`src/drcr_pkg.sv`:
```
// Shared constants and types of the run-command register block
package drcr_pkg;

    localparam int unsigned DATA_W = 16;
    localparam int unsigned SW_W   = 8;

    // Holding register numbers
    localparam logic [15:0] REG_MODEL       = 16'h000e;
    localparam logic [15:0] REG_FIRMWARE    = 16'h000f;
    localparam logic [15:0] RSV_STATUS_LO   = 16'h0010;
    localparam logic [15:0] RSV_STATUS_HI   = 16'h001f;
    localparam logic [15:0] REG_RUN_WORD    = 16'h0020;
    localparam logic [15:0] REG_GOAL_HIGH   = 16'h0021;
    localparam logic [15:0] REG_GOAL_LOW    = 16'h0022;
    localparam logic [15:0] RSV_COMMAND_LO  = 16'h0023;
    localparam logic [15:0] RSV_COMMAND_HI  = 16'h0025;
    localparam logic [15:0] REG_NODE_ADDR   = 16'h0026;
    localparam logic [15:0] REG_PARAM_SAVE  = 16'h0074;

    // Run command word fields
    localparam int unsigned RUN_UP          = 0;
    localparam int unsigned RUN_DOWN        = 1;
    localparam int unsigned RUN_JOG_CONT    = 3;
    localparam int unsigned RUN_RELEASE     = 4;
    localparam int unsigned RUN_EXT_KEYS    = 5;
    localparam int unsigned RUN_NO_LOOP     = 6;
    localparam int unsigned RUN_REF_LOOP    = 7;
    localparam int unsigned RUN_BUS_JOG_UP  = 8;
    localparam int unsigned RUN_BUS_JOG_DN  = 9;
    localparam int unsigned RUN_READJUST    = 10;
    localparam int unsigned RUN_BRAKE_FREE  = 11;
    localparam int unsigned RUN_DRAG_CORR   = 12;
    localparam logic [15:0] RUN_DEFINED     = 16'h1ffb;

    // Reset values and limits
    localparam logic [15:0] RUN_RESET       = 16'h0000;
    localparam logic [15:0] GOAL_RESET      = 16'h0000;
    localparam logic [15:0] NODE_RESET      = 16'h0001;
    localparam logic [15:0] NODE_MIN        = 16'h0001;
    localparam logic [15:0] NODE_MAX        = 16'h00f7;
    localparam logic [15:0] SAVE_COMMAND    = 16'h0001;
    localparam logic [15:0] READ_ZERO       = 16'h0000;
    localparam logic [7:0]  SWITCH_OFF      = 8'h00;

    typedef enum logic {DRCR_BOOT, DRCR_LIVE} drcr_phase_t;

    function automatic logic drcr_in_range(input logic [15:0] a,
                                           input logic [15:0] lo,
                                           input logic [15:0] hi);
        drcr_in_range = (a >= lo) && (a <= hi);
    endfunction

endpackage

```
`src/drcr_node_store.sv`:
```
// Backed-up bus address store: staged, saved and active copies
`timescale 1ns/100ps
module drcr_node_store
    import drcr_pkg::*;
(
    // Clock and resets
    input  wire logic        clk,
    input  wire logic        rst_n,
    input  wire logic        por_n,
    // Staging and save requests
    input  wire logic        stage_we,
    input  wire logic [15:0] stage_data,
    input  wire logic        save,
    // Stored values
    output logic      [15:0] staged,
    output logic      [15:0] saved,
    output logic      [15:0] active
);

    typedef struct packed {
        drcr_phase_t phase;
        logic [15:0] staged;
        logic [15:0] active;
    } drcr_store_t;

    drcr_store_t state;
    drcr_store_t next_state;
    logic [15:0] saved_q;

    // Saved copy survives restarts; only power-on sets it back to NODE_RESET
    always_ff @(posedge clk or negedge por_n)
    begin
        if (!por_n)
            saved_q <= NODE_RESET;
        else if (save)
            saved_q <= state.staged;
    end

    always_comb
    begin
        next_state = state;
        if (state.phase == DRCR_BOOT)
        begin
            // Restart picks up what was saved last
            next_state.phase  = DRCR_LIVE;
            next_state.staged = saved_q;
            next_state.active = saved_q;
        end
        else if (stage_we)
        begin
            next_state.staged = stage_data;
        end
    end

    always_ff @(posedge clk or negedge rst_n)
    begin
        if (!rst_n)
        begin
            state.phase  <= DRCR_BOOT;
            state.staged <= NODE_RESET;
            state.active <= NODE_RESET;
        end
        else
            state <= next_state;
    end

    assign staged = state.staged;
    assign saved  = saved_q;
    assign active = state.active;

endmodule

```
`src/drcr_run_regs.sv`:
```
// Run command, goal position and bus address holding registers
//
// Functional notes
// - Model identification register, read only, sixteen bits unsigned.
// - Firmware version register, read only, sixteen bits unsigned.
// - Bit 0 runs toward larger values, bit 1 toward smaller; bit 2 reserved.
// - Jog key mode runs continuously only with bit 3; otherwise single steps.
// - Motion needs release bit 4, except jog key mode by keys or bits 8/9.
// - With bus active, external jog keys count only when bit 5 is set.
// - Bit 6 runs without approach loop; bit 7 starts reference loop run.
// - Bit 10 readjustment, bit 11 braking-free run, bit 12 drag correction.
// - Goal position is 32-bit signed, high then low word, zero default.
// - Goal position counts hundredths of a millimetre with default scaling.
// - Bus address is saved, writable, accepts 1 to 247, defaults to 1.
// - Address switches above 00 block writes to the bus address.
// - New address applies only after parameter save and a restart.
`timescale 1ns/100ps
module drcr_run_regs
    import drcr_pkg::*;
#(
    parameter logic [15:0] MODEL_ID    = 16'h1234, // Arbitrary value
    parameter logic [15:0] FW_VERSION  = 16'h0100  // Arbitrary value
)
(
    // Clock and resets
    input  wire logic                    clk,
    input  wire logic                    rst_n,
    input  wire logic                    por_n,
    // Register access from the frame decoder
    input  wire logic                    acc_valid,
    input  wire logic                    acc_write,
    input  wire logic [15:0]             acc_addr,
    input  wire logic [drcr_pkg::DATA_W-1:0] acc_wdata,
    output logic                         acc_done,
    output logic                         acc_refused,
    output logic [drcr_pkg::DATA_W-1:0]  acc_rdata,
    // Drive context
    input  wire logic                    bus_active,
    input  wire logic                    jog_key_mode,
    input  wire logic [drcr_pkg::SW_W-1:0] addr_switch,
    input  wire logic                    key_up,
    input  wire logic                    key_down,
    // Commands to motion control
    output logic                         run_up,
    output logic                         run_down,
    output logic                         step_up,
    output logic                         step_down,
    output logic                         motion_allowed,
    output logic                         run_no_loop,
    output logic                         ref_loop_start,
    output logic                         readjust_enable,
    output logic                         brake_free_run,
    output logic                         drag_correction,
    output logic signed [31:0]           goal_position,
    // Bus address in use and parameter-save flag
    output logic [15:0]                  node_address,
    output logic                         param_saved
);

    typedef struct packed {
        logic [15:0] run_word;
        logic [15:0] goal_high;
        logic [15:0] goal_low;
        logic [31:0] goal_pos;
        logic        done;
        logic        refused;
        logic [15:0] rdata;
        logic [7:0]  sw_s1;
        logic [7:0]  sw_s2;
        logic [1:0]  key_s1;
        logic [1:0]  key_s2;
        logic [1:0]  jog_prev;
        logic        run_up;
        logic        run_down;
        logic        step_up;
        logic        step_down;
        logic        motion;
        logic        no_loop;
        logic        ref_loop;
        logic        readjust;
        logic        brake_free;
        logic        drag_corr;
        logic        save;
        logic        saved_flag;
        logic        node_we;
        logic [15:0] node_wdata;
    } drcr_state_t;

    drcr_state_t state;
    drcr_state_t next_state;

    logic [15:0] node_staged;
    logic [15:0] node_saved;
    logic [15:0] node_active;

    drcr_node_store drcr_node_store_i (
        .clk        (clk),
        .rst_n      (rst_n),
        .por_n      (por_n),
        .stage_we   (state.node_we),
        .stage_data (state.node_wdata),
        .save       (state.save),
        .staged     (node_staged),
        .saved      (node_saved),
        .active     (node_active)
    );

    logic        keys_honoured;
    logic        key_up_eff;
    logic        key_dn_eff;
    logic        bus_up;
    logic        bus_dn;
    logic        jog_up_req;
    logic        jog_dn_req;
    logic        continuous;
    logic        release_bit;
    logic        rsv_addr;
    logic        switches_set;
    logic [15:0] wr_run;

    always_comb
    begin
        next_state = state;

        // Address switches and keys pass two flops before use
        next_state.sw_s1  = addr_switch;
        next_state.sw_s2  = state.sw_s1;
        next_state.key_s1 = {key_down, key_up};
        next_state.key_s2 = state.key_s1;

        release_bit  = state.run_word[RUN_RELEASE];
        switches_set = (state.sw_s2 != SWITCH_OFF);

        // External keys are muted by the bus unless bit 5 frees them
        keys_honoured = jog_key_mode
                        && (!bus_active || state.run_word[RUN_EXT_KEYS]);
        key_up_eff    = keys_honoured && state.key_s2[0];
        key_dn_eff    = keys_honoured && state.key_s2[1];
        bus_up        = jog_key_mode && state.run_word[RUN_BUS_JOG_UP];
        bus_dn        = jog_key_mode && state.run_word[RUN_BUS_JOG_DN];
        jog_up_req    = key_up_eff || bus_up;
        jog_dn_req    = key_dn_eff || bus_dn;
        continuous    = state.run_word[RUN_JOG_CONT];

        // Both directions at once cancel each other out
        if (jog_key_mode)
        begin
            next_state.run_up   = jog_up_req && !jog_dn_req && continuous;
            next_state.run_down = jog_dn_req && !jog_up_req && continuous;
        end
        else
        begin
            next_state.run_up   = release_bit && state.run_word[RUN_UP]
                                  && !state.run_word[RUN_DOWN];
            next_state.run_down = release_bit && state.run_word[RUN_DOWN]
                                  && !state.run_word[RUN_UP];
        end

        // A single step fires on each fresh press when not continuous
        next_state.jog_prev  = {jog_dn_req, jog_up_req};
        next_state.step_up   = jog_key_mode && !continuous
                               && jog_up_req && !state.jog_prev[0];
        next_state.step_down = jog_key_mode && !continuous
                               && jog_dn_req && !state.jog_prev[1];

        next_state.motion = release_bit
                            || (jog_key_mode && (key_up_eff || key_dn_eff
                                                 || bus_up || bus_dn));

        next_state.no_loop    = state.run_word[RUN_NO_LOOP];
        next_state.ref_loop   = state.run_word[RUN_REF_LOOP];
        next_state.readjust   = state.run_word[RUN_READJUST];
        next_state.brake_free = state.run_word[RUN_BRAKE_FREE];
        next_state.drag_corr  = state.run_word[RUN_DRAG_CORR];

        // Scaling is applied downstream; the raw count is passed on
        next_state.goal_pos = {state.goal_high, state.goal_low};

        // Register access, answered one cycle later
        next_state.done    = 1'b0;
        next_state.refused = 1'b0;
        next_state.save    = 1'b0;
        next_state.node_we = 1'b0;
        rsv_addr = drcr_in_range(acc_addr, RSV_STATUS_LO, RSV_STATUS_HI)
                   || drcr_in_range(acc_addr, RSV_COMMAND_LO, RSV_COMMAND_HI);
        // Undefined bits are dropped in case the master sends them anyway
        wr_run = acc_wdata & RUN_DEFINED;

        if (acc_valid)
        begin
            next_state.done  = 1'b1;
            next_state.rdata = READ_ZERO;
            if (acc_write)
            begin
                unique case (acc_addr)
                    REG_RUN_WORD:
                    begin
                        next_state.run_word = wr_run;
                    end
                    REG_GOAL_HIGH:
                    begin
                        next_state.goal_high = acc_wdata;
                    end
                    REG_GOAL_LOW:
                    begin
                        next_state.goal_low = acc_wdata;
                    end
                    REG_NODE_ADDR:
                    begin
                        if (switches_set)
                            next_state.refused = 1'b1;
                        else if (!drcr_in_range(acc_wdata, NODE_MIN, NODE_MAX))
                            next_state.refused = 1'b1;
                        else
                        begin
                            next_state.node_we    = 1'b1;
                            next_state.node_wdata = acc_wdata;
                        end
                    end
                    REG_PARAM_SAVE:
                    begin
                        next_state.save = (acc_wdata == SAVE_COMMAND);
                    end
                    default:
                    begin
                        // Read-only, reserved and unknown registers keep their contents
                        next_state.refused = 1'b1;
                    end
                endcase
            end
            else
            begin
                unique case (acc_addr)
                    REG_MODEL:      next_state.rdata = MODEL_ID;
                    REG_FIRMWARE:   next_state.rdata = FW_VERSION;
                    REG_RUN_WORD:   next_state.rdata = state.run_word;
                    REG_GOAL_HIGH:  next_state.rdata = state.goal_high;
                    REG_GOAL_LOW:   next_state.rdata = state.goal_low;
                    REG_NODE_ADDR:  next_state.rdata = node_staged;
                    REG_PARAM_SAVE: next_state.rdata = READ_ZERO;
                    default:
                    begin
                        next_state.rdata   = READ_ZERO;
                        next_state.refused = !rsv_addr;
                    end
                endcase
            end
        end

        // Sticky until restart: tells that a new address is waiting
        if (state.save)
            next_state.saved_flag = 1'b1;
    end

    always_ff @(posedge clk or negedge rst_n)
    begin
        if (!rst_n)
        begin
            state            <= '0;
            state.run_word   <= RUN_RESET;
            state.goal_high  <= GOAL_RESET;
            state.goal_low   <= GOAL_RESET;
            state.node_wdata <= NODE_RESET;
            state.rdata      <= READ_ZERO;
        end
        else
            state <= next_state;
    end

    assign acc_done        = state.done;
    assign acc_refused     = state.refused;
    assign acc_rdata       = state.rdata;
    assign run_up          = state.run_up;
    assign run_down        = state.run_down;
    assign step_up         = state.step_up;
    assign step_down       = state.step_down;
    assign motion_allowed  = state.motion;
    assign run_no_loop     = state.no_loop;
    assign ref_loop_start  = state.ref_loop;
    assign readjust_enable = state.readjust;
    assign brake_free_run  = state.brake_free;
    assign drag_correction = state.drag_corr;
    assign goal_position   = signed'(state.goal_pos);
    assign node_address    = node_active;
    assign param_saved     = state.saved_flag;

endmodule

```
`config.mk`:
```
export PLATFORM = sky130hd
export DESIGN_NAME = drcr_run_regs
export DESIGN_NICKNAME = d
export VERILOG_FILES = /design/src/drcr_pkg.sv /design/src/drcr_node_store.sv /design/src/drcr_run_regs.sv
export SDC_FILE = /design/constraint.sdc
export NUM_CORES = 1
export LEC_CHECK = 0
export BUFFER_PORTS_ARGS = -buffer_cell sky130_fd_sc_hd__buf_2
export CORE_ASPECT_RATIO = 0.5
export CORE_MARGIN = 8
export CORE_UTILIZATION = 56
export CTS_CLUSTER_DIAMETER = 50
export DETAILED_ROUTE_END_ITERATION = 6
export GPL_TIMING_DRIVEN = 0
export PLACE_DENSITY = 0.79
export SLEW_MARGIN = 0
export SYNTH_ARGS = -nofsm -noshare
export SYNTH_HDL_FRONTEND = slang
export SYNTH_SLANG_ARGS = --single-unit
```
`constraint.sdc`:
```
create_clock -name clk -period 2.7 [get_ports clk]
set_clock_uncertainty 0.05 [all_clocks]
set_input_delay 0.135 -clock clk [delete_from_list [all_inputs] [get_ports clk]]
set_output_delay 0.135 -clock clk [all_outputs]
set_load 0.02 [all_outputs]
```
* Word level (Yosys, flattened, before mapping) *
Cells that the tools add are included.

storage, ports and cells
  input bits = 49
  logic and storage cells = 111
  flip-flop bits (word level) = 194
  output and inout port bits = 77

cells by class
  multiplexer cells = 19
  reductions and logical operators = 46
  equal/unequal tests = 9
  magnitude comparators = 6
  bitwise gates (word level) = 1

operator list
  kind                 number
  $pmux 16 s6          1
  $mux 17              5
  $eq 16x6->1 const B  4
  $mux 16              3
  $eq 16x4->1 const B  2
  $logic_and 1x1->1    22
  $mux 18              1
  $eq 16x1->1 const B  1
  $eq 16x7->1 const B  1
  $ge 16x1->1 const B  1
  $ge 16x5->1 const B  1
  $ge 16x6->1 const B  1
  $le 16x5->1 const B  1
  $le 16x6->1 const B  1
  $le 16x8->1 const B  1
  $logic_not 1->1      9
  $reduce_and 3->1     3
  $logic_or 1x1->1     8
  $reduce_bool 8->1    1
  $mux 1               7
  $reduce_or 7->1      1
  $reduce_and 5->1     1
  $reduce_or 4->1      1
  $mux 2               1
  3 further kinds      3

* Logic depth before layout (Yosys ltp) *
Gate-level depths: netlist (run 1).

  word-level depth = 9
  depth in mapped cells = 7
  mapped depth without buffers = 5

* Hierarchy *
A second synthesis (run 1) with hierarchy kept.

unflattened totals
  cells, all modules = 594
  area, all modules = 8071.5 µm²

modules (own cells, without submodules)
  module           area each (µm²)  cells an instance  sequential area each (µm²)  instances
  drcr_run_regs    5815.6           423                3629.7                      1
  drcr_node_store  2255.9           171                1229.9                      1

* Least setup slack after synthesis (run 1) *
Ideal clock, no wire load.

  path type = input to register
  start = input port acc_addr[11]
  end = register state (netlist bit continuous)
  stages on the path = 7
  path buffers = 3
  required time = 2.525 ns
  setup slack = 0.374 ns
  arrival time = 2.151 ns
  library setup time = 0.125 ns
  cells stage by stage = or4_4 -> buf_6 -> or2_1 -> buf_6 -> or4_4 -> buf_6 -> mux2_4

between the ends
  cells in the longest elaborated chain, start to end = 2

ends and longest elaborated chain
  item                        line                  text
  start: declaration          drcr_run_regs.sv:32   input wire logic [15:0] acc_addr,
  $eq 16x6->1                 drcr_run_regs.sv:195  unique case (acc_addr)
  $reduce_and 3->1 (no line)  -
  end signal: assignment      drcr_run_regs.sv:267  state <= next_state;
  end: declaration            drcr_run_regs.sv:89   drcr_state_t state;

No other way between the ends.
A chain may end at the register's enable or synchronous reset.

* Worst setup path after layout (run 1) *
  start = input port acc_addr[12]
  end = register state (netlist bit acc_rdata[1])

between the ends
  cells in the longest elaborated chain, start to end = 3
  elaborated cells between the ends (all ways) = 8
  those cells by class = eq/ne (6); mux (2)

ends and longest elaborated chain
  item                                        line                  text
  $eq 16x6->1 or $eq 16x4->1 (tied branches)  drcr_run_regs.sv:233  unique case (acc_addr)
  $pmux 16 s6 (*)                             drcr_run_regs.sv:233
  $mux 16 (*)                                 drcr_run_regs.sv:193  if (acc_write)

Every way passes the cells marked *; elsewhere a longest branch is shown, timed or not.

==> results of run 1 <==
-- synth_stat cells, drive strengths merged, types with 10 or more instances --
master | n | area share, %
a21oi | 21 | 1.3
a222oi | 10 | 1.3
buf | 76 | 7.1
clkbuf | 14 | 0.66
dfrtp | 190 | 60
mux2 | 84 | 12
mux2i | 28 | 3.5
nand2 | 16 | 0.76
nor2 | 29 | 1.4
nor2b | 13 | 1.0
nor4 | 14 | 1.5
o2bb2ai | 10 | 1.1
-- sequential cells by signal, indices dropped and copies added (netlist names), 16 cells and up --
name	cells
acc_rdata	16
drcr_node_store_i.active	16
drcr_node_store_i.saved	16
drcr_node_store_i.staged	16
goal_position	32
next_state	47
state	35
-- worst max-delay path, delay by kind of cell --
family,cells,cell delay [ns]
and+or+nand+nor,3,1.68
buffers and inverters,3,0.43
AOI/OAI and AO/OA,2,0.49
-- stage by stage --
stage	worst slack (ns)	cells	area (um2)	util (%)	power (mW)
2_1_floorplan	0.374	580	7920	-	3.10
3_3_place_gp	-1.23	895	8780	64.1	3.25
3_5_place_dp	-0.242	896	8820	64.3	3.26
4_1_cts	0.196	953	9640	70.3	5.73
5_1_grt	0.166	953	9650	70.4	5.88
6_report	0.248	953	9650	70.4	5.70
-- cell usage in the layout, fill, tap and decap left out, drive strengths merged, types with 2 or more instances in the layout --
master       Yosys  final
or4b             4      4
mux2i           28     28
dlygate4sd3      0     25
o21ai            5      5
a31o             3      3
bufinv           0      2
or4              4      4
and3b            3      3
nor3             7      7
nand2b           4      4
nor4            14     14
nor4bb           2      2
or2              2      2
inv              2      5
a22o             5      5
a22oi            2      2
nand3            7      7
o2111ai          4      4
a21oi           21     21
clkinv           1      7
or3              2      2
nand3b           2      2
o2bb2ai         10     10
dfrtp          190    190
buf             76    200
dfstp            4      4
nand2           16     16
mux2            84     84
a222oi          10     10
clkbuf          14     34
nor2            29     29
nor2b           13     13
-- kinds of logic after synthesis --
family | synth area share (%)
flops | 61.3
simple gates | 8.64
mux | 16.0
buf+inv | 7.93
compound gates | 6.10
other cells | 0.0473
-- final timing paths --
kind / depth (start not counted) / from / to / slack (ns)
max: 8 / acc_addr[12] / acc_rdata[1]$_DFFE_PN0P_ / 0.25
min: 2 / acc_wdata[3] / continuous$_DFFE_PN0P_ / 0.02
max reg2reg: 6 / state[36]$_DFF_PN0_ / state[7]$_DFFE_PN0P_ / 0.28
min reg2reg: 0 / next_state[39]$_DFF_PN0_ / state[39]$_DFF_PN0_ / 0.30
max in group asynchronous: 3 / rst_n / acc_rdata[1]$_DFFE_PN0P_ / 1.50
min in group asynchronous: 2 / por_n / drcr_node_store_i.saved[11]$_DFFE_PN0P_ / 0.12
-- metal layers --
metal,routed length (um),share of wire [%],vias to the layer above,track usage [%]
met5,0,0,-,0
met4,286,1.6,0,6.96
met3,1560,8.4,32,5.80
met2,8620,47,217,32.4
met1,7990,43,2628,27.0
li1,-,-,2342,-
-- area by class of cell --
class,count,area share (%)
clock buffer,20,4.53
tap,192,2.49
sequential,194,50.4
timing repair buffer,149,9.37
multi-input combinational,293,25.3
clock inverter,12,1.39
inverter,3,0.117
buffer,90,6.40
-- repair_timing --
item,4_1_cts,5_1_grt
hold endpoints to repair,119,0
gates resized for setup,0,1
setup endpoints to repair,0,1
hold buffers,25,0
-- where the power goes --
part	switching (mW)	leakage, nW	internal, mW	total, mW
Combinational	0.168	2.10	0.0969	0.265
Clock	1.09	0.280	1.37	2.46
Sequential	0.0305	2.62	2.94	2.97
Total	1.29	5.00	4.41	5.70
==> metrics.csv, run 1 <==
metric;value;unit
ys_seq_area_share;61.3;%
clk_pin_slew_worst_paths;0.07;ns
multi_input_comb_area;2440;um2
run_status;complete, but fails checks;
port-buffer-count;123;
synth_ff_type;sky130_fd_sc_hd__dfrtp_1;
detailedRoute.firstIterationViolations;462;
crit_path_frequent_cell;sky130_fd_sc_hd__buf_2;
power_per_cell_area;591;nW/um2
violations_in_the_final_reports;DRC;
timing.critical_path.from_type;input port;
global_route_wire_length_before_repair;29200;um
min_path_type;input port to flop;
finalWeightedCongestion;0.891;
timing.final.max_slew_violations;0;
grt_max_degree;120;
detail-route-antenna-nets;0;
final_layout_size_suffix_gt1_share;42.7;%
worst_hold_margin;0.0181;ns
synth.ff_latch_count;194;
rsz0062_at_grt;no;
clk-insertion-delay-late;0.42;ns
crit_path_cell_trace;buf_2 -> or4_1 -> buf_2 -> or2_1 -> buf_6 -> nor4_2 -> a222oi_1 -> o2bb2ai_1;
seqCellArea;4860;um2
worst_ep_required_time;2.98;ns
fp-row-count;30;
nets;797;
wl_per_cell;19.4;um
netlist_area;7920;um2
maxSlewHeadroom;27.2;%
setup_viol_count_final;0;
total_via_count_after_detailed_routing;5219;
count_of_mapped_cells_out_of_synthesis;580;
max_slew.worst_pin.slew;1.08;ns
crit_fanout;8;
die_y;100;um
setup.worst_path.end_class;flop;
cpPeakStageDelay;0.91;ns
groute.usage.overall;20.5;%
cts-root-to-sink-buffers;2;
cts_tree;yes;
finalWirelength;18500;um
cts_setup_buffers;0;
slowest_stage_cell_cp;sky130_fd_sc_hd__nor4_2;
chipWidth;184;um
cts_made_buffers;17;
i_o_pin_cnt;126;
layout.filler_cells;953;
syn_to_final_growth;21.7;%
routed_via_density;5.48;
number_of_levels_the_h_tree_was_split_into;4;
synth_warnings;0;
irDropWorstVdd;349;uV
dpl.hpwl;12800;um
report.final.hold_viol_count;0;
first_global_vias;5455;
postSynth.asyncResetShare;100;%
cellLeakagePower;5.00;nW
synth_area_per_cell;13.7;um2
drc;5;
netlist-cell-type-count;54;
max_clock_freq;0.408;GHz
arrival_time_of_data_at_the_critical_path_endpoint;2.73;ns
initial_utilization;57.8;%
antenna_found_initial;0;
fin_crit_sh;90.8;%
clock-sinks;194;
synth_edf_count;0;
timing.setup.critical_path_class;input port to flop;
ctsRootBufferMaster;sky130_fd_sc_hd__clkbuf_16;
mappedNetlistNets;629;
die_area;18400;um2
design.core.area;13700;um2
max_cap_viol_count;0;
gr-total-overflow;0;
dr.pass1.iters;7;
setup_total_negative_slack;0;ns
finalWorstPathRequiredPeriod;2.45;ns
ant_diodes;0;
Note: power is estimated with default switching activity, not from simulation.
==> inputs of run 2 (changes only) <==
BUFFER_PORTS_ARGS = unset   (was -buffer_cell sky130_fd_sc_hd__buf_2)
CORE_UTILIZATION = 60   (was 56)
CTS_CLUSTER_SIZE = 14   (was unset)
DONT_BUFFER_PORTS = 1   (was unset)
PLACE_DENSITY = 0.76   (was 0.79)
==> run 2 against run 1 <==
Effect of this change:
- the flow finishes with violations (hold timing)
- largest cell class unchanged
- combinational power is 38% lower
- critical path type is now flop to flop
- design area is 5.9% lower
- first-iteration DRC count is 54% higher
- hold slack worse by 0.67 ns
- register-to-register slack hardly changed
- critical path depth is 2 lower
- highest routed layer unchanged
- sequential share of layout area is 3.1 points higher
- flip-flop and latch count stayed put
- wire length is 0.43% lower
- clock power is 6% higher
- via count is 8.8% lower
- fmax is 1.2% higher
==> metrics.csv, run 2 (synthesis gave the netlist of run 1 again) <==
metric;value;unit;change
timing.final.max_slew_violations;0;;unchanged
chipWidth;179;um;was 184 um
wl_per_cell;22.5;um;was 19.4 um
port-buffer-count;0;;was 123
design.core.area;12800;um2;was 13700 um2
cellLeakagePower;4.41;nW;was 5.00 nW
power_per_cell_area;633;nW/um2;was 591 nW/um2
max_cap_viol_count;0;;unchanged
ctsRootBufferMaster;sky130_fd_sc_hd__clkbuf_16;;unchanged
timing.critical_path.from_type;flop;;was input port
power.switching_fraction;23.0;%;was 22.6%
postCtsResizedCells;0;;unchanged
rsz0062_at_grt;no;;unchanged
power.sequential.fraction;51.8;%;was 52.1%
die_area;17400;um2;was 18400 um2
max_slew.worst_pin.slew;1.00;ns;was 1.08 ns
max_clock_freq;0.413;GHz;was 0.408 GHz
gr-total-overflow;0;;unchanged
fp-row-count;29;;was 30
fin_crit_sh;89.7;%;was 90.8%
finalWeightedCongestion;0.882;;was 0.891
cts_tree;yes;;unchanged
clock_power_share;45.3;%;was 43.2%
clock-sinks;194;;unchanged
syn_to_final_growth;14.6;%;was 21.7%
clk-insertion-delay-late;0.43;ns;was 0.42 ns
cts_setup_buffers;0;;unchanged
drc;0;;was 5
setup.worst_path.end_class;flop;;unchanged
initial_utilization;62.0;%;was 57.8%
report.final.hold_viol_count;178;;was 0
total_via_count_after_detailed_routing;4761;;was 5219
die_y;97.3;um;was 100 um
groute.usage.overall;21.6;%;was 20.5%
detail-route-antenna-nets;0;;unchanged
worst_hold_margin;-0.654;ns;was 0.0181 ns
grt_max_degree;179;;was 120
run_status;complete, but fails checks;;unchanged
cts_hold_buffers_added;32;;was 25
combinationalPowerShare;2.9;%;was 4.6%
maxSlewHeadroom;32.6;%;was 27.2%
highest_count_cells_in_the_layout_ignoring_fill_and_taps;190 x sky130_fd_sc_hd__dfrtp_1, 73 x sky130_fd_sc_hd__mux2_2, 65 x sky130_fd_sc_hd__buf_4;;was 190 x sky130_fd_sc_hd__dfrtp_1, 126 x sky130_fd_sc_hd__buf_2, 73 x sky130_fd_sc_hd__mux2_2
detailedRoute.firstIterationViolations;712;;was 462
final_common_cell;sky130_fd_sc_hd__dfrtp_1;;unchanged
worst_ep_required_time;2.95;ns;was 2.98 ns
global_route_wire_length_before_repair;28900;um;was 29200 um
setup_viol_count_final;0;;unchanged
post-layout-total-power;5.75;mW;was 5.70 mW
dpl.hpwl;12500;um;was 12800 um
number_of_levels_the_h_tree_was_split_into;4;;unchanged
internal_power_component;4.43;mW;was 4.41 mW
min_path_type;input port to async pin;;was input port to flop
antenna_found_initial;1;;was 0
dr.pass1.iters;5;;was 7
i_o_pin_cnt;126;;unchanged
irDropWorstVdd;371;uV;was 349 uV
routed_via_density;5.84;;was 5.48
finalWirelength;18400;um;was 18500 um
setup_total_negative_slack;0;ns;unchanged
timing.setup.critical_path_class;flop to flop;;was input port to flop
cts_made_buffers;17;;unchanged
final_layout_size_suffix_gt1_share;31.7;%;was 42.7%
arrival_time_of_data_at_the_critical_path_endpoint;2.68;ns;was 2.73 ns
cts-root-to-sink-buffers;2;;unchanged
clk_pin_slew_worst_paths;0.07;ns;about the same
power.net_switching;1.32;mW;was 1.29 mW
largest_register_ffs;47;;unchanged
crit_fanout;10;;was 8
nets;680;;was 797
violations_in_the_final_reports;hold timing;;was DRC
first_global_vias;4873;;was 5455
finalWorstPathRequiredPeriod;2.42;ns;was 2.45 ns
-- run 2: changes by cell type in the layout (fill, tap and decap cells not counted), sizes merged --
cell         before  now
dlygate4sd3      25   32
diode             0    1
clkbuf           34   31
clkinv            7    8
buf             200   76
clkinvlp          1    0
inv               5    8
-- run 2: layer usage --
layer,global-route usage (%),routed length [um]
met1,30.9,8310
met3,5.59,1560
met5,0,0
met4,6.63,256
met2,31.6,8250
-- run 2: critical path, stage by stage (launching register included) --
cell,delay [ns]
sky130_fd_sc_hd__dfrtp_1,0.37
sky130_fd_sc_hd__nor4_1,0.51
sky130_fd_sc_hd__o211a_1,0.27
sky130_fd_sc_hd__nand3_1,0.13
sky130_fd_sc_hd__nor3_4,0.42
sky130_fd_sc_hd__buf_6,0.21
sky130_fd_sc_hd__mux2_1,0.33
-- run 2: final timing paths --
path | startpoint | cells past startpoint | to | slack [ns]
setup reg to reg | state[36]$_DFF_PN0_ | 6 | state[7]$_DFFE_PN0P_ | 0.28
hold / removal | rst_n | 0 | state[40]$_DFF_PN0_ | -0.65
max in group asynchronous | por_n | 1 | drcr_node_store_i.saved[6]$_DFFE_PN0P_ | 1.95
min in group clk | acc_write | 3 | acc_rdata[14]$_DFFE_PN0P_ | 0.03
setup / recovery | state[36]$_DFF_PN0_ | 6 | state[7]$_DFFE_PN0P_ | 0.28
hold reg to reg | next_state[41]$_DFF_PN0_ | 0 | state[41]$_DFF_PN0_ | 0.30
-- run 2: power by group through the flow --
stage	clock network (mW)	registers [mW]	logic [mW]
floorplan	0	3.02	0.0840
global placement	0	3.03	0.105
detailed placement	0	3.03	0.108
CTS	2.64	2.97	0.163
global route	2.76	2.98	0.177
finish	2.61	2.98	0.165
-- run 2: area by class of cell --
| cell class | instances | area, um2 |
|---|---|---|
| inverter | 3 | 11.3 |
| timing repair buffer | 32 | 320 |
| buffer | 90 | 617 |
| multi-input combinational | 293 | 2430 |
| sequential | 194 | 4860 |
| clock buffer | 17 | 425 |
| antenna | 1 | 2.50 |
| clock inverter | 15 | 195 |
| fill | 854 | 3690 |
| tap | 170 | 213 |
-- run 2: through the flow --
step	hold slack, ns	util (%)	std cells	setup WS, ns	cell area (um2)
after detailed placement	-0.210	63.7	750	0.0354	8140
after global routing	-0.676	71.1	815	0.115	9080
after CTS	-0.671	71.1	814	0.303	9080
final	-0.654	71.1	815	0.277	9080
after global placement	-0.209	63.7	750	0.0561	8140
after floorplan	-0.211	-	580	0.374	7920
